$ cat config.mk
export PLATFORM = sky130hd
export DESIGN_NAME = cie_core
export DESIGN_NICKNAME = d
export VERILOG_FILES = /design/src/pkg/cie_pkg.sv /design/src/hw/cie_core.sv /design/src/hw/cie_scratchpad.sv /design/src/hw/cie_call_stack.sv
export SDC_FILE = /design/constraint.sdc
export NUM_CORES = 2
export LEC_CHECK = 0
export ABC_CLOCK_PERIOD_IN_PS = 12200
export BUFFER_PORTS_ARGS = -buffer_cell sky130_fd_sc_hd__buf_2
export CAP_MARGIN = 20
export CELL_PAD_IN_SITES_DETAIL_PLACEMENT = 0
export CELL_PAD_IN_SITES_GLOBAL_PLACEMENT = 1
export CORE_ASPECT_RATIO = 1.1
export CORE_MARGIN = 3
export CORE_UTILIZATION = 40
export CTS_CLUSTER_SIZE = 30
export DETAILED_ROUTE_END_ITERATION = 16
export GPL_TIMING_DRIVEN = 1
export HOLD_SLACK_MARGIN = 0.06
export PLACE_DENSITY = 0.7
export SETUP_SLACK_MARGIN = 0.1
export SYNTH_ARGS = -nofsm -noshare
export SYNTH_HDL_FRONTEND = slang
export SYNTH_HIERARCHICAL = 1
export SYNTH_SLANG_ARGS = --single-unit
$ cat constraint.sdc
create_clock -name I_CLOCK -period 12.2 [get_ports I_CLOCK]
set_input_delay 1.22 -clock I_CLOCK [delete_from_list [all_inputs] [get_ports I_CLOCK]]
set_output_delay 1.22 -clock I_CLOCK [all_outputs]
set_load 0.01 [all_outputs]
$ cat src/pkg/cie_pkg.sv
// Purpose: shared constants for the instruction execution subset
// Assumes: 18-bit instruction words, 32-bit AXI4-Lite data
// Notes: opcode values are a local encoding
package cie_pkg;
    // =====================================
    // sizes
    localparam int PC_W = 10;
    localparam int DW = 8;
    localparam int IW = 18;
    localparam int NREG = 16;
    localparam int RIX_W = 4;
    localparam int STK_DEPTH = 31;
    localparam int STK_PW = 5;
    localparam int SCR_DEPTH = 64;
    localparam int SCR_AW = 6;
    localparam int AXI_AW = 8;
    // =====================================
    // instruction fields
    localparam int OP_LO = 12;
    localparam int OP_W = 6;
    localparam int DST_LO = 8;
    localparam int SRC_LO = 4;
    localparam int IMM_LO = 0;
    localparam int COND_LO = 10;
    localparam int ADR_LO = 0;
    localparam logic [OP_W-1:0] OP_AND_IMM = 6'h0a;
    localparam logic [OP_W-1:0] OP_AND_REG = 6'h0b;
    localparam logic [OP_W-1:0] OP_CMP_IMM = 6'h14;
    localparam logic [OP_W-1:0] OP_CMP_REG = 6'h15;
    localparam logic [OP_W-1:0] OP_FET_IMM = 6'h06;
    localparam logic [OP_W-1:0] OP_FET_REG = 6'h07;
    localparam logic [OP_W-1:0] OP_CALL = 6'h30;
    localparam logic [OP_W-1:0] OP_CALL_CND = 6'h31;
    localparam logic [OP_W-1:0] OP_INT_DIS = 6'h3c;
    localparam logic [OP_W-1:0] OP_INT_EN = 6'h3d;
    localparam logic [1:0] CND_Z = 2'h0;
    localparam logic [1:0] CND_WHEN_ZERO_CLEAR = 2'h1;
    localparam logic [1:0] CND_C = 2'h2;
    localparam logic [1:0] CND_NC = 2'h3;
    localparam logic [PC_W-1:0] IRQ_VECTOR = 10'h3ff;
    localparam logic [PC_W-1:0] PC_RESET = 10'h000;
    // =====================================
    // register map
    localparam logic [AXI_AW-1:0] OFF_CTRL = 8'h00;
    localparam logic [AXI_AW-1:0] OFF_STATUS = 8'h04;
    localparam logic [AXI_AW-1:0] OFF_REGACC = 8'h08;
    localparam logic [AXI_AW-1:0] OFF_SCRACC = 8'h0c;
    localparam logic [AXI_AW-1:0] OFF_STACK = 8'h10;
    localparam int CTRL_RUN_BIT = 0;
    localparam int ST_ZERO_BIT = 16;
    localparam int ST_CARRY_BIT = 17;
    localparam int ST_ACCEPT_BIT = 18;
    localparam int ST_DEPTH_LO = 24;
    localparam int ACC_SEL_LO = 8;
    localparam int ACC_WE_BIT = 31;
    localparam logic CTRL_RUN_RESET = 1'b0;
    localparam logic [1:0] RESP_OKAY = 2'b00;
    localparam logic [1:0] RESP_SLVERR = 2'b10;
    typedef enum logic [1:0] {ST_FETCH, ST_EXEC, ST_IRQ} cie_state_t;
endpackage

$ cat src/hw/cie_core.sv
// Purpose: executes AND, CALL, COMPARE, interrupt on/off and FETCH
// Assumes: program memory returns the word one cycle after the address
// Notes: registers, scratchpad and run control reached over AXI4-Lite
//
// Added by the designer: the placing of the registers and the AXI4-Lite interface to the registers.
`timescale 1ns/1ps
module cie_core (
    input wire logic I_CLOCK,
    input wire logic I_RST_B,
    input wire logic [cie_pkg::IW-1:0] I_INSTR_DATA,
    output logic [cie_pkg::PC_W-1:0] O_INSTR_ADDR,
    input wire logic I_IRQ,
    output logic O_IRQ_ACK,
    input wire logic [cie_pkg::AXI_AW-1:0] I_AXI_AWADDR,
    input wire logic I_AXI_AWVALID,
    output logic O_AXI_AWREADY,
    input wire logic [31:0] I_AXI_WDATA,
    input wire logic [3:0] I_AXI_WSTRB,
    input wire logic I_AXI_WVALID,
    output logic O_AXI_WREADY,
    output logic [1:0] O_AXI_BRESP,
    output logic O_AXI_BVALID,
    input wire logic I_AXI_BREADY,
    input wire logic [cie_pkg::AXI_AW-1:0] I_AXI_ARADDR,
    input wire logic I_AXI_ARVALID,
    output logic O_AXI_ARREADY,
    output logic [31:0] O_AXI_RDATA,
    output logic [1:0] O_AXI_RRESP,
    output logic O_AXI_RVALID,
    input wire logic I_AXI_RREADY
);
    import cie_pkg::*;

    typedef struct packed {
        cie_state_t state;
        logic [PC_W-1:0] pc;
        logic zero;
        logic carry;
        logic irq_accept_flag;
        logic irq_ack;
        logic [NREG-1:0][DW-1:0] regs;
        logic run;
        logic [RIX_W-1:0] reg_sel;
        logic [SCR_AW-1:0] scr_sel;
        logic aw_full;
        logic [AXI_AW-1:0] aw_addr;
        logic w_full;
        logic [31:0] w_data;
        logic [3:0] w_strb;
        logic aw_rdy;
        logic w_rdy;
        logic bvalid;
        logic [1:0] bresp;
        logic ar_rdy;
        logic rvalid;
        logic [31:0] rdata;
        logic [1:0] rresp;
    } cie_core_t;

    cie_core_t s_reg;
    cie_core_t s_next;
    logic [OP_W-1:0] op;
    logic [RIX_W-1:0] dst_idx;
    logic [DW-1:0] dest_register;
    logic [DW-1:0] second_register_operand;
    logic [DW-1:0] immediate_byte;
    logic [DW-1:0] opnd;
    logic [DW-1:0] and_res;
    logic [PC_W-1:0] target;
    logic call_take;
    logic ex;
    logic push;
    logic [PC_W-1:0] stack_top;
    logic [STK_PW-1:0] stack_depth;
    logic [DW-1:0] scr_rd_a;
    logic [DW-1:0] scr_rd_b;
    logic scr_we;
    logic [SCR_AW-1:0] scr_waddr;
    logic [DW-1:0] scr_wdata;
    logic axi_reg_we;
    logic wr_fire;
    logic [31:0] wv;

    // =====================================
    // helper functions
    function automatic logic cond_true(input logic [1:0] c, input logic z, input logic cy);
        logic r;
        r = 1'b0;
        case (c)
            CND_Z: r = z;
            CND_WHEN_ZERO_CLEAR: r = !z;
            CND_C: r = cy;
            CND_NC: r = !cy;
            default: r = 1'b0;
        endcase
        return r;
    endfunction

    function automatic logic is_mapped(input logic [AXI_AW-1:0] a);
        return (a == OFF_CTRL) || (a == OFF_STATUS) || (a == OFF_REGACC)
            || (a == OFF_SCRACC) || (a == OFF_STACK);
    endfunction

    function automatic logic [31:0] read_word(input logic [AXI_AW-1:0] a);
        logic [31:0] r;
        r = 32'h0;
        if (a == OFF_CTRL) begin
            r[CTRL_RUN_BIT] = s_reg.run;
        end else if (a == OFF_STATUS) begin
            r[PC_W-1:0] = s_reg.pc;
            r[ST_ZERO_BIT] = s_reg.zero;
            r[ST_CARRY_BIT] = s_reg.carry;
            r[ST_ACCEPT_BIT] = s_reg.irq_accept_flag;
            r[ST_DEPTH_LO +: STK_PW] = stack_depth;
        end else if (a == OFF_REGACC) begin
            r[ACC_SEL_LO +: RIX_W] = s_reg.reg_sel;
            r[DW-1:0] = s_reg.regs[s_reg.reg_sel];
        end else if (a == OFF_SCRACC) begin
            r[ACC_SEL_LO +: SCR_AW] = s_reg.scr_sel;
            r[DW-1:0] = scr_rd_b;
        end else if (a == OFF_STACK) begin
            r[PC_W-1:0] = stack_top;
        end
        return r;
    endfunction

    function automatic logic [31:0] merge(input logic [31:0] old, input logic [31:0] d, input logic [3:0] st);
        logic [31:0] r;
        r = old;
        for (int i = 0; i < 4; i++) begin
            if (st[i]) begin
                r[i*8 +: 8] = d[i*8 +: 8];
            end
        end
        return r;
    endfunction

    // =====================================
    // instruction field decode
    assign op = I_INSTR_DATA[OP_LO +: OP_W];
    assign dst_idx = I_INSTR_DATA[DST_LO +: RIX_W];
    assign dest_register = s_reg.regs[dst_idx];
    assign second_register_operand = s_reg.regs[I_INSTR_DATA[SRC_LO +: RIX_W]];
    assign immediate_byte = I_INSTR_DATA[IMM_LO +: DW];
    // odd opcodes take the second register, even ones the immediate
    assign opnd = op[0] ? second_register_operand : immediate_byte;
    assign and_res = dest_register & opnd;
    assign target = I_INSTR_DATA[ADR_LO +: PC_W];
    assign call_take = (op == OP_CALL) || ((op == OP_CALL_CND) && cond_true(I_INSTR_DATA[COND_LO +: 2],
        s_reg.zero, s_reg.carry));
    assign ex = (s_reg.state == ST_EXEC);

    // =====================================
    // next state: bus slave and execution
    always_comb begin
        s_next = s_reg;
        push = 1'b0;
        scr_we = 1'b0;
        axi_reg_we = 1'b0;
        wv = merge(read_word(s_reg.aw_addr), s_reg.w_data, s_reg.w_strb);
        scr_waddr = wv[ACC_SEL_LO +: SCR_AW];
        scr_wdata = wv[DW-1:0];
        wr_fire = s_reg.aw_full && s_reg.w_full && !s_reg.bvalid;
        // write address and data taken in either order
        if (I_AXI_AWVALID && s_reg.aw_rdy) begin
            s_next.aw_full = 1'b1;
            s_next.aw_addr = I_AXI_AWADDR;
        end
        if (I_AXI_WVALID && s_reg.w_rdy) begin
            s_next.w_full = 1'b1;
            s_next.w_data = I_AXI_WDATA;
            s_next.w_strb = I_AXI_WSTRB;
        end
        if (s_reg.bvalid && I_AXI_BREADY) begin
            s_next.bvalid = 1'b0;
        end
        // commit a write once both halves are held
        if (wr_fire) begin
            s_next.aw_full = 1'b0;
            s_next.w_full = 1'b0;
            s_next.bvalid = 1'b1;
            s_next.bresp = is_mapped(s_reg.aw_addr) ? RESP_OKAY : RESP_SLVERR;
            if (s_reg.aw_addr == OFF_CTRL) begin
                s_next.run = wv[CTRL_RUN_BIT];
            end else if (s_reg.aw_addr == OFF_REGACC) begin
                s_next.reg_sel = wv[ACC_SEL_LO +: RIX_W];
                if (wv[ACC_WE_BIT]) begin
                    s_next.regs[wv[ACC_SEL_LO +: RIX_W]] = wv[DW-1:0];
                    axi_reg_we = 1'b1;
                end
            end else if (s_reg.aw_addr == OFF_SCRACC) begin
                s_next.scr_sel = scr_waddr;
                scr_we = wv[ACC_WE_BIT];
            end
        end
        // read path
        if (s_reg.rvalid && I_AXI_RREADY) begin
            s_next.rvalid = 1'b0;
        end
        if (I_AXI_ARVALID && s_reg.ar_rdy) begin
            s_next.rvalid = 1'b1;
            s_next.rdata = is_mapped(I_AXI_ARADDR) ? read_word(I_AXI_ARADDR) : 32'h0;
            s_next.rresp = is_mapped(I_AXI_ARADDR) ? RESP_OKAY : RESP_SLVERR;
        end
        s_next.aw_rdy = !s_next.aw_full && !s_next.bvalid;
        s_next.w_rdy = !s_next.w_full && !s_next.bvalid;
        s_next.ar_rdy = !s_next.rvalid;
        s_next.irq_ack = 1'b0;
        case (s_reg.state)
            ST_FETCH: begin
                if (s_reg.run) begin
                    if (s_reg.irq_accept_flag && I_IRQ) begin
                        s_next.state = ST_IRQ;
                        s_next.irq_ack = 1'b1;
                    end else begin
                        s_next.state = ST_EXEC;
                    end
                end
            end
            ST_IRQ: begin
                push = 1'b1;
                s_next.pc = IRQ_VECTOR;
                s_next.irq_accept_flag = 1'b0;
                s_next.state = ST_FETCH;
            end
            ST_EXEC: begin
                s_next.state = ST_FETCH;
                s_next.pc = PC_W'(s_reg.pc + 1'b1);
                case (op)
                    OP_AND_IMM, OP_AND_REG: begin
                        s_next.regs[dst_idx] = and_res;
                        s_next.zero = (and_res == '0);
                        s_next.carry = 1'b0;
                    end
                    OP_CMP_IMM, OP_CMP_REG: begin
                        s_next.zero = (opnd == dest_register);
                        s_next.carry = (opnd > dest_register);
                    end
                    OP_FET_IMM, OP_FET_REG: begin
                        s_next.regs[dst_idx] = scr_rd_a;
                    end
                    OP_CALL, OP_CALL_CND: begin
                        if (call_take) begin
                            push = 1'b1;
                            s_next.pc = target;
                        end
                    end
                    OP_INT_DIS: s_next.irq_accept_flag = 1'b0;
                    OP_INT_EN: s_next.irq_accept_flag = 1'b1;
                    default: s_next.pc = PC_W'(s_reg.pc + 1'b1);
                endcase
            end
            default: s_next.state = ST_FETCH;
        endcase
    end

    // state register
    always_ff @(posedge I_CLOCK) begin
        if (!I_RST_B) begin
            s_reg <= '0;
            s_reg.pc <= PC_RESET;
            s_reg.run <= CTRL_RUN_RESET;
        end else begin
            s_reg <= s_next;
        end
    end

    // =====================================
    // storage instances
    // return stack
    cie_call_stack #(.DEPTH(STK_DEPTH), .AW(PC_W), .PW(STK_PW)) u_stack (
        .i_clk(I_CLOCK),
        .i_rst_b(I_RST_B),
        .i_push(push),
        .i_data(s_reg.pc),
        .o_top(stack_top),
        .o_depth(stack_depth)
    );
    cie_scratchpad #(.DEPTH(SCR_DEPTH), .AW(SCR_AW), .DW(DW)) u_scr (
        .i_clk(I_CLOCK),
        .i_rst_b(I_RST_B),
        .i_we(scr_we),
        .i_waddr(scr_waddr),
        .i_wdata(scr_wdata),
        .i_raddr_a(opnd[SCR_AW-1:0]),
        .o_rdata_a(scr_rd_a),
        .i_raddr_b(s_reg.scr_sel),
        .o_rdata_b(scr_rd_b)
    );

    // outputs from flops
    assign O_INSTR_ADDR = s_reg.pc;
    assign O_IRQ_ACK = s_reg.irq_ack;
    assign O_AXI_AWREADY = s_reg.aw_rdy;
    assign O_AXI_WREADY = s_reg.w_rdy;
    assign O_AXI_BVALID = s_reg.bvalid;
    assign O_AXI_BRESP = s_reg.bresp;
    assign O_AXI_ARREADY = s_reg.ar_rdy;
    assign O_AXI_RVALID = s_reg.rvalid;
    assign O_AXI_RDATA = s_reg.rdata;
    assign O_AXI_RRESP = s_reg.rresp;

    logic is_and;
    logic is_cmp;
    logic is_call;
    logic is_fet;
    assign is_and = ex && ((op == OP_AND_IMM) || (op == OP_AND_REG));
    assign is_cmp = ex && ((op == OP_CMP_IMM) || (op == OP_CMP_REG));
    assign is_call = ex && ((op == OP_CALL) || (op == OP_CALL_CND));
    assign is_fet = ex && ((op == OP_FET_IMM) || (op == OP_FET_REG));
endmodule // cie_core

$ cat src/hw/cie_scratchpad.sv
// Purpose: 64-byte scratchpad, one write port, two read ports
// Assumes: reads are combinational from the array
// Notes: cleared by reset
`timescale 1ns/1ps
module cie_scratchpad #(
    parameter int DEPTH = 64,
    parameter int AW = 6,
    parameter int DW = 8
) (
    input wire logic i_clk,
    input wire logic i_rst_b,
    input wire logic i_we,
    input wire logic [AW-1:0] i_waddr,
    input wire logic [DW-1:0] i_wdata,
    input wire logic [AW-1:0] i_raddr_a,
    output logic [DW-1:0] o_rdata_a,
    input wire logic [AW-1:0] i_raddr_b,
    output logic [DW-1:0] o_rdata_b
);
    typedef struct packed {
        logic [DEPTH-1:0][DW-1:0] mem;
    } cie_scr_t;
    cie_scr_t s_reg;
    cie_scr_t s_next;
    // =====================================
    // write and read
    always_comb begin
        s_next = s_reg;
        if (i_we) begin
            s_next.mem[i_waddr] = i_wdata;
        end
    end
    always_ff @(posedge i_clk) begin
        if (!i_rst_b) begin
            s_reg <= '0;
        end else begin
            s_reg <= s_next;
        end
    end
    assign o_rdata_a = s_reg.mem[i_raddr_a];
    assign o_rdata_b = s_reg.mem[i_raddr_b];
endmodule // cie_scratchpad

$ cat src/hw/cie_call_stack.sv
// Purpose: circular return-address stack
// Assumes: push only from this block; nothing in this project pops
// Notes: a push past the depth overwrites the oldest entry
`timescale 1ns/1ps
module cie_call_stack #(
    parameter int DEPTH = 31,
    parameter int AW = 10,
    parameter int PW = 5
) (
    input wire logic i_clk,
    input wire logic i_rst_b,
    input wire logic i_push,
    input wire logic [AW-1:0] i_data,
    output logic [AW-1:0] o_top,
    output logic [PW-1:0] o_depth
);
    localparam logic [PW-1:0] LAST = PW'(DEPTH - 1);
    localparam logic [PW-1:0] FULL = PW'(DEPTH);
    typedef struct packed {
        logic [DEPTH-1:0][AW-1:0] mem;
        logic [PW-1:0] ptr;
        logic [PW-1:0] depth;
    } cie_stk_t;
    cie_stk_t s_reg;
    cie_stk_t s_next;
    // =====================================
    // push logic
    always_comb begin
        s_next = s_reg;
        if (i_push) begin
            s_next.mem[s_reg.ptr] = i_data;
            s_next.ptr = (s_reg.ptr == LAST) ? '0 : PW'(s_reg.ptr + 1'b1);
            s_next.depth = (s_reg.depth == FULL) ? FULL : PW'(s_reg.depth + 1'b1);
        end
    end
    always_ff @(posedge i_clk) begin
        if (!i_rst_b) begin
            s_reg <= '0;
        end else begin
            s_reg <= s_next;
        end
    end
    assign o_top = s_reg.mem[(s_reg.ptr == '0) ? LAST : PW'(s_reg.ptr - 1'b1)];
    assign o_depth = s_reg.depth;
endmodule // cie_call_stack

# After elaboration in Yosys (flattened, before gate mapping)
# Index checks and enable logic that the tools add are counted.
# op_classes
mul,0
order_cmp,14
mux,96
eq_ne,27
div,0
shift,0
reduce_logical,50
n_addsub,4
bitwise,3
# op_table
cell,n
$bwmux W512,1
$mux W128,4
$bwmux W128,3
$bwmux W310,1
$pmux W128 S2,1
$mux W140,1
$mux W10,11
$bmux W8 S4,3
$bmux W8 S6,2
$mux W8,11
$demux W8 S4,2
$bmux W10 S5,1
$demux W10 S5,1
$demux W8 S6,1
$mux W37,1
$mux W35,1
$mux W5,7
$eq A8 B4 Y1 const B,4
$mux W4,8
$mux W29,1
$mux W13,2
$eq A6 B6 Y1 const B,4
$logic_not A8 Y1,3
$mux W12,2
41 further kinds,118
# word_totals
output_inout_bits,52
n_memories,0
in_bits,78
romBits,0
latchBits,0
reg_bits,1074
mem_bits_rw,0

# Longest topological paths before layout
# logic_depth
ltp_word,22
mapped_depth,21
mapped_depth_nobuf,16

# By module
# The synthesis kept the hierarchy.
# by_module_without_submodules
module,n_inst,area_per_inst_um2,cells_per_inst
cie_scratchpad,1,28315.9,2955
cie_call_stack,1,14953.1,1472
cie_core,1,14589.0,1651

# Least setup slack after synthesis
# OpenSTA, ideal clock, no wires.
# synth_path
kind,input -> register
from,input port I_INSTR_DATA[4] (netlist name)
to,"register, netlist name s_reg[162]"
setup_ns,0.095
setup_slack_ns,6.342
path_buffers,7
t_arrival_ns,5.763
required_ns,12.105
path_stages,17
path_cell_list,clkbuf_1 -> buf_1 -> clkbuf_1 -> mux4_2 -> mux4_2 -> mux2_2 -> buf_2 -> buf_4 -> buf_2 -> mux4_2 -> mux2i_1 -> a211o_1 -> o32ai_1 -> a22o_1 -> clkbuf_1 -> a22oi_1 -> a221oi_1
# synth_rtl
element,line_no,rtl
"start, declared",cie_core.sv:10,"input wire logic [cie_pkg::IW-1:0] I_INSTR_DATA,"

# Worst setup path in the final report
# layout_path
from,register u_stack/s_reg[5] (netlist name)
to,register u_scr/s_reg[184] (netlist name)
# layout_via
elab_chain_len,15
# layout_rtl
element,line_no,rtl
"start, declared",cie_call_stack.sv:24,cie_stk_t s_reg;
"start signal, assigned",cie_call_stack.sv:40,s_reg <= s_next;
$sub A5 B1 Y5 or $logic_not A5 Y1 (tied branches),cie_call_stack.sv:43,assign o_top = s_reg.mem[(s_reg.ptr == '0) ? LAST : PW'(s_reg.ptr - 1'b1)];
$mux W5 (*),cie_call_stack.sv:43,
$bmux W10 S5 (*),cie_call_stack.sv:43,
$mux W10 (*),cie_call_stack.sv:43,
named net stack_top[8],cie_core.sv:73,logic [PC_W-1:0] stack_top;
$mux W10 (*),cie_core.sv:121,end else if (a == OFF_STACK) begin
$mux W10 (*),cie_core.sv:118,end else if (a == OFF_SCRACC) begin
$mux W12 (*),cie_core.sv:115,end else if (a == OFF_REGACC) begin
$mux W10 (*),cie_core.sv:109,end else if (a == OFF_STATUS) begin
$mux W13 (*),cie_core.sv:107,if (a == OFF_CTRL) begin
$mux W6 (*),cie_core.sv:131,if (st[i]) begin
named net scr_waddr[0],cie_core.sv:78,logic [SCR_AW-1:0] scr_waddr;
$lt A6 B7 Y1 (not written as such) or $ge A6 B1 Y1 (tied branches),cie_scratchpad.sv:30,s_next.mem[i_waddr] = i_wdata;
$logic_and A1 B1 Y1 (not written as such),cie_scratchpad.sv:30,
$mux W8 (not written as such),cie_scratchpad.sv:30,
$demux W8 S6 (*),n/a,
$bwmux W512 (*),cie_scratchpad.sv:30,
"end signal, assigned",cie_scratchpad.sv:37,s_reg <= s_next;
"end, declared",cie_scratchpad.sv:23,cie_scr_t s_reg;
# Mark *: on every way through the listed nets, which the timed path passes. The rest lies on a longest branch. The select of a mux whose other input is x is not followed.
# A chain may end at the register's enable or synchronous reset.

==> impl_results.md <==
* Startpoint types: flip-flop
* CP max FO at 42
* FF-to-FF End: u_scr/s_reg[184]
* Gr ovfl total at 0
* Clock transition at the registers of the reported paths at about 60 ps
* Synth cell types at 96
* IO buf count at 99
* Worst Skew at 68.0 ps
* Gr usage total at about a quarter
* Drt drc at 0
* Pwr Density at 118 nW/um^2
* CTS Buffer Depth at 3
* Vias per inst at 6.13
* Starting Density at about two fifths
* Area grow syn2layout at 8.62%
* Met2 WL at 93,800 um
* Root Buffer: clkbuf_16
* Relative slew slack at 23.2%
* Final WL at 204,000 um
* Met1 Wirelength at 85,800 um
* Commonest non-fill, non-tap cells in the layout: 1,030 x dfxtp_1, 1,016 x nand2_1, 592 x a21boi_0
* Final hold vios at 0
* Core footprint at 143,000 sq um
* Syn avg cell area at 9.52 sq um
* Post-layout min period at a little over 7000 ps
* Postcts setup bufs at 0
* Met3 wire len at roughly 15,000 um
* Io pins at 130
* Crit path arrival time at 7720 ps
* H-tree depth at 3
* Fin Hold WS at approximately 450 ps
* Yosys warning count at 6
* Seq/Total Area, Yosys at 36.1%
* Mapped Area at roughly 58,000 sq um
* Max-Cap Viols at 0
* CTS resizes at 0
* Hold crit path type: flip-flop to flip-flop
* Filler cell count in the final layout at between 10,000 and 15,000
* # nets final at ~5,900
* Status: finished, final reports clean
* Die height at between 400 and 500 um
* DRT iter0 DRCs at ~5,300
* Setup TNS at 0 ps
* Gpl congestion at around 0.92
* Worst slew pin tran at 1150 ps
* CTS tree: built
* Worst Setup EP: u_scr/s_reg[184]
* Max VDD drop at 0.116 mV
* Worst Path Required at 12,840 ps
* Synth Instances at 6,078
* Slew Limit Fails at 0
* CTS sink cnt at 1,044
* Critical Path Max Stage Delay at 940 ps
* Post-synth EDFFs at 0
* TritonRoute pass-1 iters at 8
* First-pass GRT wire length at 302,000 um
* Top layer in use: met4
* Critical path class: flip-flop to flip-flop
* Die X at roughly 370 um
* Vias in the first global route at between 40,000 and 50,000
* Largest net degree at the start of global routing at 263
* DRT antenna net count at 0
* Vias at 47,800
* Crit share post-route at 58.1%
* Reg2Reg Setup Slack at 5110 ps
* Worst r2r path cells at 15
* Max reg flops at 512
* CP cell instances: inv_1 -> ha_4 -> buf_4 -> mux4_2 -> o21ai_0 -> nor4_2 -> nor4bb_1 -> a211oi_1 -> o31a_1 -> inv_1 -> nand4_1 -> buf_4 -> nor2b_1 -> mux2i_1 -> nor2b_1
* Clock Latency Late Sink at about 780 ps
* RSZ-0062 raised after global routing: false
* Yosys reg bits at 1,044
* Slowest cell on crit path: nor2b_1
* Ys flop type: dfxtp_1
* # hold bufs at CTS at 0
* DP HPWL at about 130,000 um
* Setup violators final at 0
* WL per Instance at 26.1 um
* Crit path launch: u_stack/s_reg[5]
* Commonest non-fill, non-tap cell in the layout: dfxtp_1
* CP Capture Type: flip-flop
* Num CTS Buffers at 116
* Fraction of final layout cells sized beyond drive strength 1 at between 15 and 20%
* Antenna violations before repair at 3
* Leakage at 19.2 nW
* Worst r2r src: u_stack/s_reg[5]
* Row count at roughly 150
* Achievable frequency at 141 MHz
* Die area at between 100,000 and 150,000 sq um
* Post-synth ARST share at 0%
-- kinds of logic (layout without fill, tap and decap cells) --
family / after synthesis / after routing / synth area share [%]
AO/OA/AOI/OAI: 1481 / 1481 / 17.4
AND/OR/NAND/NOR: 2026 / 2026 / 16.6
flip-flops: 1044 / 1044 / 36.1
buffers and inverters: 650 / 453 / 5.26
multiplexers: 839 / 839 / 23.9
adder cells (fa/ha/maj): 26 / 26 / 0.562
other: 1 / 13 / 0.00648
XOR/XNOR: 11 / 11 / 0.167
-- critical path, delay by kind of cell (launching register included) --
kind | cells | cell delay (ps)
adder cells (fa/ha/maj) | 1 | 900
AO/OA/AOI/OAI | 3 | 740
AND/OR/NAND/NOR | 5 | 2200
multiplexers | 2 | 670
flip-flops | 1 | 510
buffers and inverters | 4 | 1850
-- layout make-up --
cell class,instances,area (sq um),area share (%)
Clock buffer,172,3440,5.48
Clock inverter,38,412,0.655
Multi-Input combinational cell,4395,34200,54.4
Inverter,39,151,0.241
Tap cell,1911,2390,3.80
Sequential cell,1044,20900,33.3
Timing Repair Buffer,204,1340,2.14
Antenna cell,1,2.50,0.00398
-- Yosys cell counts (26+ instances only) --
| cell | number | area (sq um) |
|---|---|---|
| buf_1 | 55 | 206 |
| mux2i_1 | 366 | 3660 |
| ha_1 | 26 | 325 |
| a21oi_1 | 184 | 921 |
| nand2b_1 | 30 | 188 |
| a22o_1 | 27 | 236 |
| o22ai_1 | 59 | 369 |
| inv_1 | 37 | 139 |
| mux4_2 | 408 | 9190 |
| a21boi_1 | 36 | 270 |
| and2_1 | 27 | 169 |
| o21ai_0 | 300 | 1500 |
| nor2b_1 | 225 | 1410 |
| buf_4 | 81 | 608 |
| a21boi_0 | 592 | 4440 |
| nand2_1 | 1016 | 3810 |
| dfxtp_1 | 1044 | 20900 |
| nand3_1 | 427 | 2140 |
| clkbuf_1 | 381 | 1430 |
| a211oi_1 | 36 | 270 |
| a22oi_1 | 32 | 240 |
| mux2_2 | 47 | 529 |
| nor2_1 | 134 | 503 |
| buf_2 | 70 | 350 |
| a31oi_1 | 51 | 319 |
-- metrics by stage --
stage          area (sq um)  setup WS, ps  util, %  total power, mW  instances
2_1_floorplan         57900          6340        -             3.76       6089
4_1_cts               62800          5030     44.0             7.45       7802
3_5_place_dp          59000          4990     41.3             3.90       7592
3_3_place_gp          59000          4990     41.3             3.90       7590
6_report              62800          5110     44.0             7.39       7804
5_1_grt               62800          4590     44.0             7.60       7803
-- worst min-delay path by stage --
| stage | startpoint | end | slack [ps] | depth (start not counted) |
|---|---|---|---|---|
| 3_3_place_gp | u_stack/s_reg[44] | u_stack/s_reg[44] | 440 | 2 |
| 3_5_place_dp | u_stack/s_reg[21] | u_stack/s_reg[21] | 440 | 2 |
| 6_report | u_stack/s_reg[21] | u_stack/s_reg[21] | 450 | 2 |
| 2_1_floorplan | s_reg[44] | s_reg[44] | 430 | 2 |
| 4_1_cts | u_stack/s_reg[21] | u_stack/s_reg[21] | 450 | 2 |
| 5_1_grt | u_stack/s_reg[26] | u_stack/s_reg[26] | 470 | 2 |
-- power by group --
| part | switching, mW | total, mW | internal, mW |
|---|---|---|---|
| clock network | 1.54 | 3.56 | 2.02 |
| logic | 0.285 | 0.409 | 0.124 |
| registers | 0.00672 | 3.42 | 3.41 |
| total | 1.83 | 7.39 | 5.56 |
-- routing by layer --
layer  vias up  GRT usage [%]
met2      1980           42.1
met5         -              0
met3       382           3.93
li1      21500              -
met4         0           11.4
met1     23900           35.6
Note: power is estimated with default switching activity, not from simulation.
